`config.mk`:
```
export PLATFORM = sky130hd
export DESIGN_NAME = srk_top
export DESIGN_NICKNAME = d
export VERILOG_FILES = /design/src/srk_pkg.sv /design/src/srk_sync.sv /design/src/srk_tick.sv /design/src/srk_top.sv
export VERILOG_INCLUDE_DIRS = /design/src
export SDC_FILE = /design/constraint.sdc
export NUM_CORES = 1
export LEC_CHECK = 0
export BUFFER_PORTS_ARGS = -buffer_cell sky130_fd_sc_hd__buf_2
export CAP_MARGIN = 20
export CORE_MARGIN = 2
export CORE_UTILIZATION = 47
export CTS_CLUSTER_DIAMETER = 150
export DETAILED_ROUTE_END_ITERATION = 8
export PLACE_DENSITY = 0.71
export SLEW_MARGIN = 10
export SYNTH_ARGS = -nofsm -noshare
export SYNTH_HDL_FRONTEND = slang
export SYNTH_SLANG_ARGS = --single-unit
```
`constraint.sdc`:
```
create_clock -name aclk -period 7.08 [get_ports aclk]
set_input_delay 0.354 -clock aclk [delete_from_list [all_inputs] [get_ports aclk]]
set_output_delay 0.354 -clock aclk [all_outputs]
set_load 0.05 [all_outputs]
```
`src/srk_regs.svh`:
```
// register offsets, field positions, reset values and timing counts
// assumes aclk at 50 MHz and a 4 ms background tick
`ifndef SRK_REGS_SVH
`define SRK_REGS_SVH
`define SRK_ADDR_CTRL      8'h00
`define SRK_ADDR_COST_RATE 8'h04
`define SRK_ADDR_FILTER    8'h08
`define SRK_ADDR_STATUS    8'h0c
`define SRK_ADDR_EN_LOW    8'h10
`define SRK_ADDR_EN_HIGH   8'h14
`define SRK_ADDR_RUN_COST  8'h18
`define SRK_CTRL_FWD_REV   0
`define SRK_CTRL_DRIVE_EN  1
`define SRK_CTRL_EN_CLEAR  2
`define SRK_CTRL_LATCH     3
`define SRK_CTRL_STOP_PERM 4
`define SRK_CTRL_KEYPAD    5
`define SRK_CTRL_W         6
`define SRK_CTRL_RESET     6'h02
`define SRK_RESP_OKAY      2'h0
`define SRK_RESP_SLVERR    2'h2
`define SRK_CLK_NS         20
`define SRK_TICK_MS        4
`define SRK_DUAL_RUN_MS    60
`define SRK_TICK_CYCLES    ((`SRK_TICK_MS * 1000000) / `SRK_CLK_NS)
`define SRK_DUAL_TICKS     ((`SRK_DUAL_RUN_MS + `SRK_TICK_MS - 1) / `SRK_TICK_MS)
`endif

```
`src/srk_pkg.sv`:
```
// types shared by the run-inhibit sequencer
// assumes srk_regs.svh holds the numbers
package srk_pkg;
  typedef enum logic [1:0] {
    SRK_PERMIT  = 2'b01,
    SRK_INHIBIT = 2'b10
  } srk_state_t;
endpackage

```
`src/srk_sync.sv`:
```
// two-flop synchroniser for a group of pin inputs
// assumes inputs are asynchronous to aclk
`timescale 1ns/1ps
module srk_sync #(
  parameter int WIDTH = 1
) (
  input  wire logic             aclk,
  input  wire logic             aresetn,
  input  wire logic [WIDTH-1:0] d,
  output logic      [WIDTH-1:0] q
);
  logic [WIDTH-1:0] meta;
  initial begin
    if (WIDTH < 1) $error("srk_sync: WIDTH must be at least 1");
  end
  always_ff @(posedge aclk) begin
    if (!aresetn) begin
      meta <= '0;
      q    <= '0;
    end else begin
      meta <= d;
      q    <= meta;
    end
  end
endmodule

```
`src/srk_tick.sv`:
```
// periodic one-cycle tick generator
// assumes PERIOD counted in aclk cycles
`timescale 1ns/1ps
module srk_tick #(
  parameter int PERIOD = 200000
) (
  input  wire logic aclk,
  input  wire logic aresetn,
  output logic      tick
);
  logic [31:0] cnt;
  logic [31:0] next_cnt;
  logic        next_tick;
  initial begin
    if (PERIOD < 2) $error("srk_tick: PERIOD must be at least 2");
  end
  always_comb begin
    next_tick = (cnt == 32'(PERIOD - 1));
    next_cnt  = next_tick ? 32'h0 : cnt + 32'h1;
  end
  always_ff @(posedge aclk) begin
    if (!aresetn) begin
      cnt  <= 32'h0;
      tick <= 1'b0;
    end else begin
      cnt  <= next_cnt;
      tick <= next_tick;
    end
  end
endmodule

```
`src/srk_top.sv`:
```
// stop-key run-inhibit sequencer with axi4-lite register slave
// assumes pins asynchronous to aclk, load_power on aclk
`include "srk_regs.svh"
`timescale 1ns/1ps
module srk_top
  import srk_pkg::*;
#(
  parameter int TICK_CYCLES = `SRK_TICK_CYCLES,
  parameter int DUAL_TICKS  = `SRK_DUAL_TICKS
) (
  input  wire logic        aclk,
  input  wire logic        aresetn,
  input  wire logic [7:0]  awaddr,
  input  wire logic [2:0]  awprot,
  input  wire logic        awvalid,
  output logic             awready,
  input  wire logic [31:0] wdata,
  input  wire logic [3:0]  wstrb,
  input  wire logic        wvalid,
  output logic             wready,
  output logic [1:0]       bresp,
  output logic             bvalid,
  input  wire logic        bready,
  input  wire logic [7:0]  araddr,
  input  wire logic [2:0]  arprot,
  input  wire logic        arvalid,
  output logic             arready,
  output logic [31:0]      rdata,
  output logic [1:0]       rresp,
  output logic             rvalid,
  input  wire logic        rready,
  input  wire logic        stop_key,
  input  wire logic        run_key,
  input  wire logic        fwd_rev_key,
  input  wire logic        seq_run_fwd,
  input  wire logic        seq_run_rev,
  input  wire logic        seq_run_cmd,
  input  wire logic        seq_not_stop,
  input  wire logic        drive_tripped,
  input  wire logic        hardware_enable_state,
  input  wire logic        dc_link_ok,
  input  wire logic        energy_pulse,
  input  wire logic [15:0] load_power,
  output logic             sequencer_run,
  output logic             trip_reset,
  output logic             reverse_select,
  output logic             undervoltage_state,
  output logic             drive_disabled
);
  initial begin
    if (TICK_CYCLES < 2) $error("srk_top: TICK_CYCLES too small");
    if (DUAL_TICKS < 1 || DUAL_TICKS > 255) $error("srk_top: DUAL_TICKS out of range");
  end

  // ----------------------------------------
  // pin synchronisers and tick
  // ----------------------------------------
  logic [10:0] pin_q;
  logic        tick;
  srk_sync #(.WIDTH(11)) u_sync (
    .aclk    (aclk),
    .aresetn (aresetn),
    .d       ({stop_key, run_key, fwd_rev_key, seq_run_fwd, seq_run_rev, seq_run_cmd,
               seq_not_stop, drive_tripped, hardware_enable_state, dc_link_ok,
               energy_pulse}),
    .q       (pin_q)
  );
  srk_tick #(.PERIOD(TICK_CYCLES)) u_tick (
    .aclk    (aclk),
    .aresetn (aresetn),
    .tick    (tick)
  );
  logic stop_q, run_q, key_q, fwd_q, rev_q, cmd_q, nstop_q, trip_q, hwen_q, dcok_q, epulse_q;
  assign {stop_q, run_q, key_q, fwd_q, rev_q, cmd_q, nstop_q, trip_q, hwen_q, dcok_q,
          epulse_q} = pin_q;

  function automatic logic [31:0] merge(input logic [31:0] old, input logic [31:0] nw,
                                        input logic [3:0] be);
    logic [31:0] r;
    r = old;
    for (int i = 0; i < 4; i++) begin
      if (be[i]) r[i*8 +: 8] = nw[i*8 +: 8];
    end
    return r;
  endfunction

  // ----------------------------------------
  // axi4-lite slave and registers
  // ----------------------------------------
  logic [7:0]             aw_addr, next_aw_addr;
  logic [31:0]            w_data, next_w_data;
  logic [3:0]             w_strb, next_w_strb;
  logic                   next_awready, next_wready, next_bvalid, next_arready, next_rvalid;
  logic [1:0]             next_bresp, next_rresp;
  logic [31:0]            next_rdata;
  logic [`SRK_CTRL_W-1:0] ctrl, next_ctrl;
  logic [15:0]            cost_rate, next_cost_rate;
  logic [15:0]            filter_ivl, next_filter_ivl;
  logic [15:0]            en_low, en_high;
  logic [31:0]            run_cost;
  logic [31:0]            status;
  logic                   do_write;

  always_comb begin
    next_aw_addr    = aw_addr;
    next_w_data     = w_data;
    next_w_strb     = w_strb;
    next_awready    = awready;
    next_wready     = wready;
    next_bvalid     = bvalid;
    next_bresp      = bresp;
    next_arready    = arready;
    next_rvalid     = rvalid;
    next_rresp      = rresp;
    next_rdata      = rdata;
    next_ctrl       = ctrl;
    next_cost_rate  = cost_rate;
    next_filter_ivl = filter_ivl;
    do_write        = !awready && !wready && !bvalid;
    if (awvalid && awready) begin
      next_aw_addr = awaddr;
      next_awready = 1'b0;
    end
    if (wvalid && wready) begin
      next_w_data = wdata;
      next_w_strb = wstrb;
      next_wready = 1'b0;
    end
    if (do_write) begin
      next_bvalid = 1'b1;
      next_bresp  = `SRK_RESP_OKAY;
      case (aw_addr)
        `SRK_ADDR_CTRL: begin
          next_ctrl = `SRK_CTRL_W'(merge(32'(ctrl), w_data, w_strb));
        end
        `SRK_ADDR_COST_RATE: begin
          next_cost_rate = 16'(merge(32'(cost_rate), w_data, w_strb));
        end
        `SRK_ADDR_FILTER: begin
          next_filter_ivl = 16'(merge(32'(filter_ivl), w_data, w_strb));
        end
        `SRK_ADDR_STATUS, `SRK_ADDR_EN_LOW, `SRK_ADDR_EN_HIGH, `SRK_ADDR_RUN_COST: begin
        end
        default: begin
          next_bresp = `SRK_RESP_SLVERR;
        end
      endcase
    end
    if (bvalid && bready) begin
      next_bvalid  = 1'b0;
      next_awready = 1'b1;
      next_wready  = 1'b1;
    end
    if (arvalid && arready) begin
      next_arready = 1'b0;
      next_rvalid  = 1'b1;
      next_rresp   = `SRK_RESP_OKAY;
      case (araddr)
        `SRK_ADDR_CTRL:      next_rdata = 32'(ctrl);
        `SRK_ADDR_COST_RATE: next_rdata = 32'(cost_rate);
        `SRK_ADDR_FILTER:    next_rdata = 32'(filter_ivl);
        `SRK_ADDR_STATUS:    next_rdata = status;
        `SRK_ADDR_EN_LOW:    next_rdata = 32'(en_low);
        `SRK_ADDR_EN_HIGH:   next_rdata = 32'(en_high);
        `SRK_ADDR_RUN_COST:  next_rdata = run_cost;
        default: begin
          next_rdata = 32'h0;
          next_rresp = `SRK_RESP_SLVERR;
        end
      endcase
    end
    if (rvalid && rready) begin
      next_rvalid  = 1'b0;
      next_arready = 1'b1;
    end
  end

  always_ff @(posedge aclk) begin
    if (!aresetn) begin
      aw_addr    <= 8'h00;
      w_data     <= 32'h0;
      w_strb     <= 4'h0;
      awready    <= 1'b1;
      wready     <= 1'b1;
      bvalid     <= 1'b0;
      bresp      <= `SRK_RESP_OKAY;
      arready    <= 1'b1;
      rvalid     <= 1'b0;
      rresp      <= `SRK_RESP_OKAY;
      rdata      <= 32'h0;
      ctrl       <= `SRK_CTRL_RESET;
      cost_rate  <= 16'h0;
      filter_ivl <= 16'h0;
    end else begin
      aw_addr    <= next_aw_addr;
      w_data     <= next_w_data;
      w_strb     <= next_w_strb;
      awready    <= next_awready;
      wready     <= next_wready;
      bvalid     <= next_bvalid;
      bresp      <= next_bresp;
      arready    <= next_arready;
      rvalid     <= next_rvalid;
      rresp      <= next_rresp;
      rdata      <= next_rdata;
      ctrl       <= next_ctrl;
      cost_rate  <= next_cost_rate;
      filter_ivl <= next_filter_ivl;
    end
  end

  // ----------------------------------------
  // run-inhibit sequencer
  // ----------------------------------------
  logic       fwd_rev_key_enable, drive_enable_bit, energy_meter_clear;
  logic       sequencer_latch_select, stop_key_permit, keypad_mode;
  srk_state_t state, next_state;
  logic       stop_prev, key_prev, drive_en_smp, next_drive_en_smp;
  logic       lat_fwd, lat_rev, lat_run, next_lat_fwd, next_lat_rev, next_lat_run;
  logic       latch_hold, next_latch_hold;
  logic [7:0] dual_cnt, next_dual_cnt;
  logic       stop_press, stop_hit, dual_done, drive_ok, release_ok, run_req;
  logic       next_seq_run, next_trip_reset, next_reverse, next_uv;
  logic [15:0] next_en_low, next_en_high;
  logic [31:0] next_run_cost;

  assign fwd_rev_key_enable     = ctrl[`SRK_CTRL_FWD_REV];
  assign drive_enable_bit       = ctrl[`SRK_CTRL_DRIVE_EN];
  assign energy_meter_clear     = ctrl[`SRK_CTRL_EN_CLEAR];
  assign sequencer_latch_select = ctrl[`SRK_CTRL_LATCH];
  assign stop_key_permit        = ctrl[`SRK_CTRL_STOP_PERM];
  assign keypad_mode            = ctrl[`SRK_CTRL_KEYPAD];
  assign status = {26'h0, drive_en_smp, latch_hold, reverse_select, undervoltage_state,
                   sequencer_run, state == SRK_INHIBIT};

  always_comb begin
    stop_press = stop_q && !stop_prev;
    // keypad mode enables the stop key; run held in keypad mode resets only
    stop_hit   = stop_press && (stop_key_permit || keypad_mode || trip_q)
                 && !(keypad_mode && run_q);
    next_dual_cnt = dual_cnt;
    if (!(fwd_q && rev_q)) next_dual_cnt = 8'h0;
    else if (tick && dual_cnt != 8'(DUAL_TICKS)) next_dual_cnt = dual_cnt + 8'h1;
    dual_done = (dual_cnt == 8'(DUAL_TICKS));
    next_drive_en_smp = tick ? drive_enable_bit : drive_en_smp;
    drive_ok = next_drive_en_smp && hwen_q;
    next_lat_fwd = sequencer_latch_select && nstop_q && (lat_fwd || fwd_q);
    next_lat_rev = sequencer_latch_select && nstop_q && (lat_rev || rev_q);
    next_lat_run = sequencer_latch_select && nstop_q && (lat_run || cmd_q);
    release_ok = !drive_ok || undervoltage_state || dual_done;
    if (sequencer_latch_select) begin
      release_ok = release_ok || !(lat_fwd || lat_rev || lat_run) || !nstop_q;
      run_req    = (lat_fwd || lat_rev || lat_run) && nstop_q && !(lat_fwd && lat_rev);
    end else begin
      release_ok = release_ok || !(fwd_q || rev_q || cmd_q);
      run_req    = (fwd_q || rev_q || cmd_q) && !(fwd_q && rev_q);
    end
    case (state)
      SRK_PERMIT:  next_state = stop_hit ? SRK_INHIBIT : SRK_PERMIT;
      SRK_INHIBIT: next_state = (release_ok && !stop_hit) ? SRK_PERMIT : SRK_INHIBIT;
      default:     next_state = SRK_INHIBIT;
    endcase
    // dual-run release in latching mode waits for the latches to clear
    next_latch_hold = latch_hold && (lat_fwd || lat_rev || lat_run);
    if (sequencer_latch_select && state == SRK_INHIBIT && next_state == SRK_PERMIT
        && dual_done) next_latch_hold = 1'b1;
    next_seq_run = next_state == SRK_PERMIT && run_req && drive_ok && !undervoltage_state
                   && !next_latch_hold && !trip_q && !stop_hit
                   && !(stop_press && !sequencer_run);
    next_uv         = !dcok_q;
    next_trip_reset = stop_press && trip_q && dcok_q;
    next_reverse    = reverse_select;
    if (key_q && !key_prev && keypad_mode && fwd_rev_key_enable) begin
      next_reverse = !reverse_select;
    end
    next_en_low  = en_low;
    next_en_high = en_high;
    if (energy_meter_clear) begin
      next_en_low  = 16'h0;
      next_en_high = 16'h0;
    end else if (epulse_q) begin
      next_en_low = en_low + 16'h1;
      if (en_low == 16'hffff) next_en_high = en_high + 16'h1;
    end
    next_run_cost = 32'(load_power) * 32'(cost_rate);
  end

  always_ff @(posedge aclk) begin
    if (!aresetn) begin
      state              <= SRK_PERMIT;
      stop_prev          <= 1'b0;
      key_prev           <= 1'b0;
      drive_en_smp       <= 1'b1;
      lat_fwd            <= 1'b0;
      lat_rev            <= 1'b0;
      lat_run            <= 1'b0;
      latch_hold         <= 1'b0;
      dual_cnt           <= 8'h0;
      sequencer_run      <= 1'b0;
      trip_reset         <= 1'b0;
      reverse_select     <= 1'b0;
      undervoltage_state <= 1'b0;
      drive_disabled     <= 1'b0;
      en_low             <= 16'h0;
      en_high            <= 16'h0;
      run_cost           <= 32'h0;
    end else begin
      state              <= next_state;
      stop_prev          <= stop_q;
      key_prev           <= key_q;
      drive_en_smp       <= next_drive_en_smp;
      lat_fwd            <= next_lat_fwd;
      lat_rev            <= next_lat_rev;
      lat_run            <= next_lat_run;
      latch_hold         <= next_latch_hold;
      dual_cnt           <= next_dual_cnt;
      sequencer_run      <= next_seq_run;
      trip_reset         <= next_trip_reset;
      reverse_select     <= next_reverse;
      undervoltage_state <= next_uv;
      drive_disabled     <= !next_drive_en_smp || !hwen_q;
      en_low             <= next_en_low;
      en_high            <= next_en_high;
      run_cost           <= next_run_cost;
    end
  end
endmodule

```
==> flow_metrics.env <==
export IMPL_crit_required_ns=7.46
export IMPL_grt_pass1_vias=14331
export IMPL_crit_type="flip-flop to flip-flop"
export IMPL_clkTransAtPathRegs_ns=0.07
export IMPL_hold_violations=0
export IMPL_top_layer_used="met4"
export IMPL_wl_met3_um=2990
export IMPL_io_pins=138
export IMPL_p_leak_nw=8.92
export IMPL_async_reset_ff_share_pct=0
export IMPL_netlist_instances=2032
export IMPL_place_congestion=0.939
export IMPL_p_switching_mw=0.692
export IMPL_start_util_pct=47.8
export IMPL_hold_class="input port to flip-flop"
export IMPL_synth_seq_cells=244
export IMPL_syn_area_per_cell_um2=8.86
export IMPL_area_delta_synth_final_pct=10.2
export IMPL_yosysWarnings=0
export IMPL_cts_tree="yes"
export IMPL_num_rows=71
export IMPL_power_density_nw_per_um2=149
export IMPL_comb_power_share_pct=6.7
export IMPL_routed_wirelength_um=45200
export IMPL_clk_latency_ns=0.53
export IMPL_netlist_area_um2=18000
export IMPL_grt_usage_pct=23.4
export IMPL_dr_wl_met2_um=21400
export IMPL_vias=14165
export IMPL_p_sw_share_pct=23.5
export IMPL_numCtsBuffers=23
export IMPL_yosys_most_used_dff="dfxtp_1"
export IMPL_postCtsResizedCells=0
export IMPL_rrSetupSlack_ns=0.33
export IMPL_diodes=0
export IMPL_postCtsSetupBuffers=0
export IMPL_worst_path_max_fanout=18
export IMPL_seqPwrFrac_pct=48.2
export IMPL_drt_pass1_iter_count=5
export IMPL_fillers=3488
export IMPL_numPortBuffers=111
export IMPL_wire_per_inst_um=17.2
export IMPL_die_w_um=200
export IMPL_tns_ns=0
export IMPL_nets=2495
export IMPL_setup_viol=0
export IMPL_via_per_inst=5.39
export IMPL_root_buffer="clkbuf_16"
export IMPL_globalRoute_totalOverflow=0
export IMPL_synth_edf_count=0
export IMPL_rsz0062_at_grt="false"
export IMPL_fp_dieArea_um2=39900
export IMPL_finalCriticalPeriod_ns=6.75
export IMPL_p_int_mw=2.26
export IMPL_synth_seq_area_share_pct=27.1
export IMPL_hpwl_um=34000
export IMPL_relSlewSlack_pct=36.7
export IMPL_finalClockSkew_ns=0.0148
export IMPL_grt_pass1_wl_um=73900
export IMPL_final_core_utilization_pct=52.7
export IMPL_drc=0
export IMPL_wl_met1_um=19100
export IMPL_antenna_found_initial=0
export IMPL_die_h_um=200
export IMPL_synth_distinct_cells=71
export IMPL_ctsHoldBuffers=0
export IMPL_cts_sinks=244
export IMPL_drive_gt1_share_pct=9.50
export IMPL_worst_setup_path_start_kind="flip-flop"
export IMPL_end_kind="flip-flop"
export IMPL_peakVddDrop_mv=0.170
export IMPL_worstPathArrival_ns=7.13
export IMPL_htree_levels=1
export IMPL_initialDrtViolationCount=979
export IMPL_finalMaxSlewViolations=0
export IMPL_cts_path_max_buffers=3
export IMPL_max_cap_violations=0
export IMPL_ant_nets=0
export IMPL_max_freq_ghz=0.148
export IMPL_worst_slew_pin_slew_ns=0.948
export IMPL_outcome="finished, final reports clean"
export IMPL_coreArea_um2=37700
export IMPL_clockPowerShare_pct=45.2
export IMPL_grt_max_degree=72
export IMPL_fin_crit_sh_pct=95.3
==> worst paths after layout <==
| path | startpoint | end | cells after the start |
|---|---|---|---|
| worst min-delay path | stop_key | u_sync.meta[10]$_SDFF_PN0_ | 2 |
| worst min register to register | u_sync.meta[0]$_SDFF_PN0_ | u_sync.q[0]$_SDFF_PN0_ | 1 |
| worst max-delay path | cost_rate[4]$_SDFFE_PN0P_ | run_cost[24]$_SDFF_PN0_ | 18 |
| worst max register to register | cost_rate[4]$_SDFFE_PN0P_ | run_cost[24]$_SDFF_PN0_ | 18 |
==> power groups by stage <==
stage               combinational, mW  sequential, mW  clock [mW]
detailed placement              0.193            1.45           0
global route                    0.214            1.42        1.41
finish                          0.197            1.42        1.33
floorplan                       0.114            1.45           0
global placement                0.185            1.45           0
CTS                             0.195            1.42        1.35
==> kinds of logic (layout without fill, tap and decap cells) <==
| family | after synthesis | in the layout | share of synthesized area [%] |
|---|---|---|---|
| simple gates | 765 | 765 | 20.1 |
| buf+inv | 331 | 413 | 7.15 |
| fa+ha+maj | 304 | 304 | 29.2 |
| flops | 244 | 244 | 27.1 |
| compound gates | 230 | 230 | 8.13 |
| xor+xnor | 79 | 79 | 3.84 |
| mux | 78 | 78 | 4.39 |
| other cells | 1 | 2 | 0.0208 |
==> state kept, by name (all words and copies together), names as in the netlist, 2 cells and up <==
signal / flops
aw_addr: 8
cost_rate: 16
ctrl: 6
dual_cnt: 8
en_high: 16
en_low: 16
filter_ivl: 16
rdata: 32
run_cost: 32
state: 2
u_sync.meta: 11
u_sync.q: 11
u_tick.cnt: 32
w_data: 16
w_strb: 2
==> layout make-up <==
class / instances / area (um^2) / share of cell area [%]
Sequential cell: 244 / 4880 / 24.6
Multi-Input combinational cell: 1458 / 11800 / 59.7
Inverter: 234 / 881 / 4.44
Clock inverter: 6 / 123 / 0.618
Tap cell: 511 / 639 / 3.22
Clock buffer: 35 / 701 / 3.53
Timing Repair Buffer: 138 / 769 / 3.88
==> worst max-delay path, stage by stage, from the launching register on <==
cell and delay (ns):
dfxtp_1 0.95, and2_1 0.27, fa_1 0.39, inv_1 0.08
fa_1 0.43, fa_1 0.51, inv_1 0.05, fa_1 0.46
fa_1 0.58, inv_1 0.07, fa_1 0.55, inv_1 0.05
ha_1 0.38, and3_1 0.29, nand4_1 0.26, a211oi_1 0.51
a2bb2oi_1 0.50, xnor2_1 0.18, nor2_1 0.07
==> per-layer routing <==
layer,track usage (%),up-vias
met5,0,-
met2,39.2,476
met4,8.70,0
met3,3.54,100
li1,-,6674
met1,30.8,6915
==> metrics by stage <==
| stage | hold slack (ns) | area [um^2] | instances | power [mW] | setup WS (ns) |
|---|---|---|---|---|---|
| finish | 0.0383 | 19800 | 2626 | 2.95 | 0.331 |
| global route | 0.0240 | 19800 | 2626 | 3.04 | 0.0620 |
| CTS | 0.0219 | 19800 | 2625 | 2.96 | 0.484 |
| detailed placement | 0.418 | 19000 | 2584 | 1.64 | 0.505 |
| global placement | 0.405 | 19000 | 2583 | 1.63 | 0.559 |
| floorplan | 0.393 | 18000 | 2033 | 1.57 | 0.997 |
==> placed cells by master (no fill, tap or decap), types with 13 or more instances in the layout <==
cell,count
a22oi_1,34
o21ai_0,38
buf_2,111
nand3_1,40
and3_1,13
inv_1,233
clkbuf_16,23
nor2_1,199
fa_1,194
nand4_1,24
or3_1,15
buf_4,25
xnor2_1,28
xor2_1,51
mux2i_1,71
ha_1,110
nor3_1,15
dfxtp_1,244
and2_1,139
nand2_1,265
a21oi_1,85
==> Yosys cell counts (all sizes together) (3+ instances only) <==
cell	instances	area (um^2)
buf	9	61.3
o221ai	7	61.3
o211ai	7	52.6
nand3	40	200
nor2	203	772
xnor2	28	245
o21bai	3	22.5
nor4	9	56.3
a21o	14	108
a31oi	7	43.8
ha	110	1380
nor3	16	85.1
o21a	5	37.5
a211oi	4	30.0
or3	15	93.8
a311oi	4	47.6
nor3b	4	35.0
xor2	51	447
a22oi	34	255
mux2i	71	711
a21oi	85	425
nor2b	4	25.0
or2	5	31.3
and3	14	88.8
nand4b	4	35.0
inv	234	878
mux2	7	78.8
clkbuf	87	338
dfxtp	244	4880
and4	4	35.0
nand2	265	995
and2	139	870
o21ai	38	190
fa	194	3880
o22ai	3	18.8
o31ai	3	22.5
nand2b	11	68.8
nand4	25	163
Note: power is estimated with default switching activity, not from simulation.
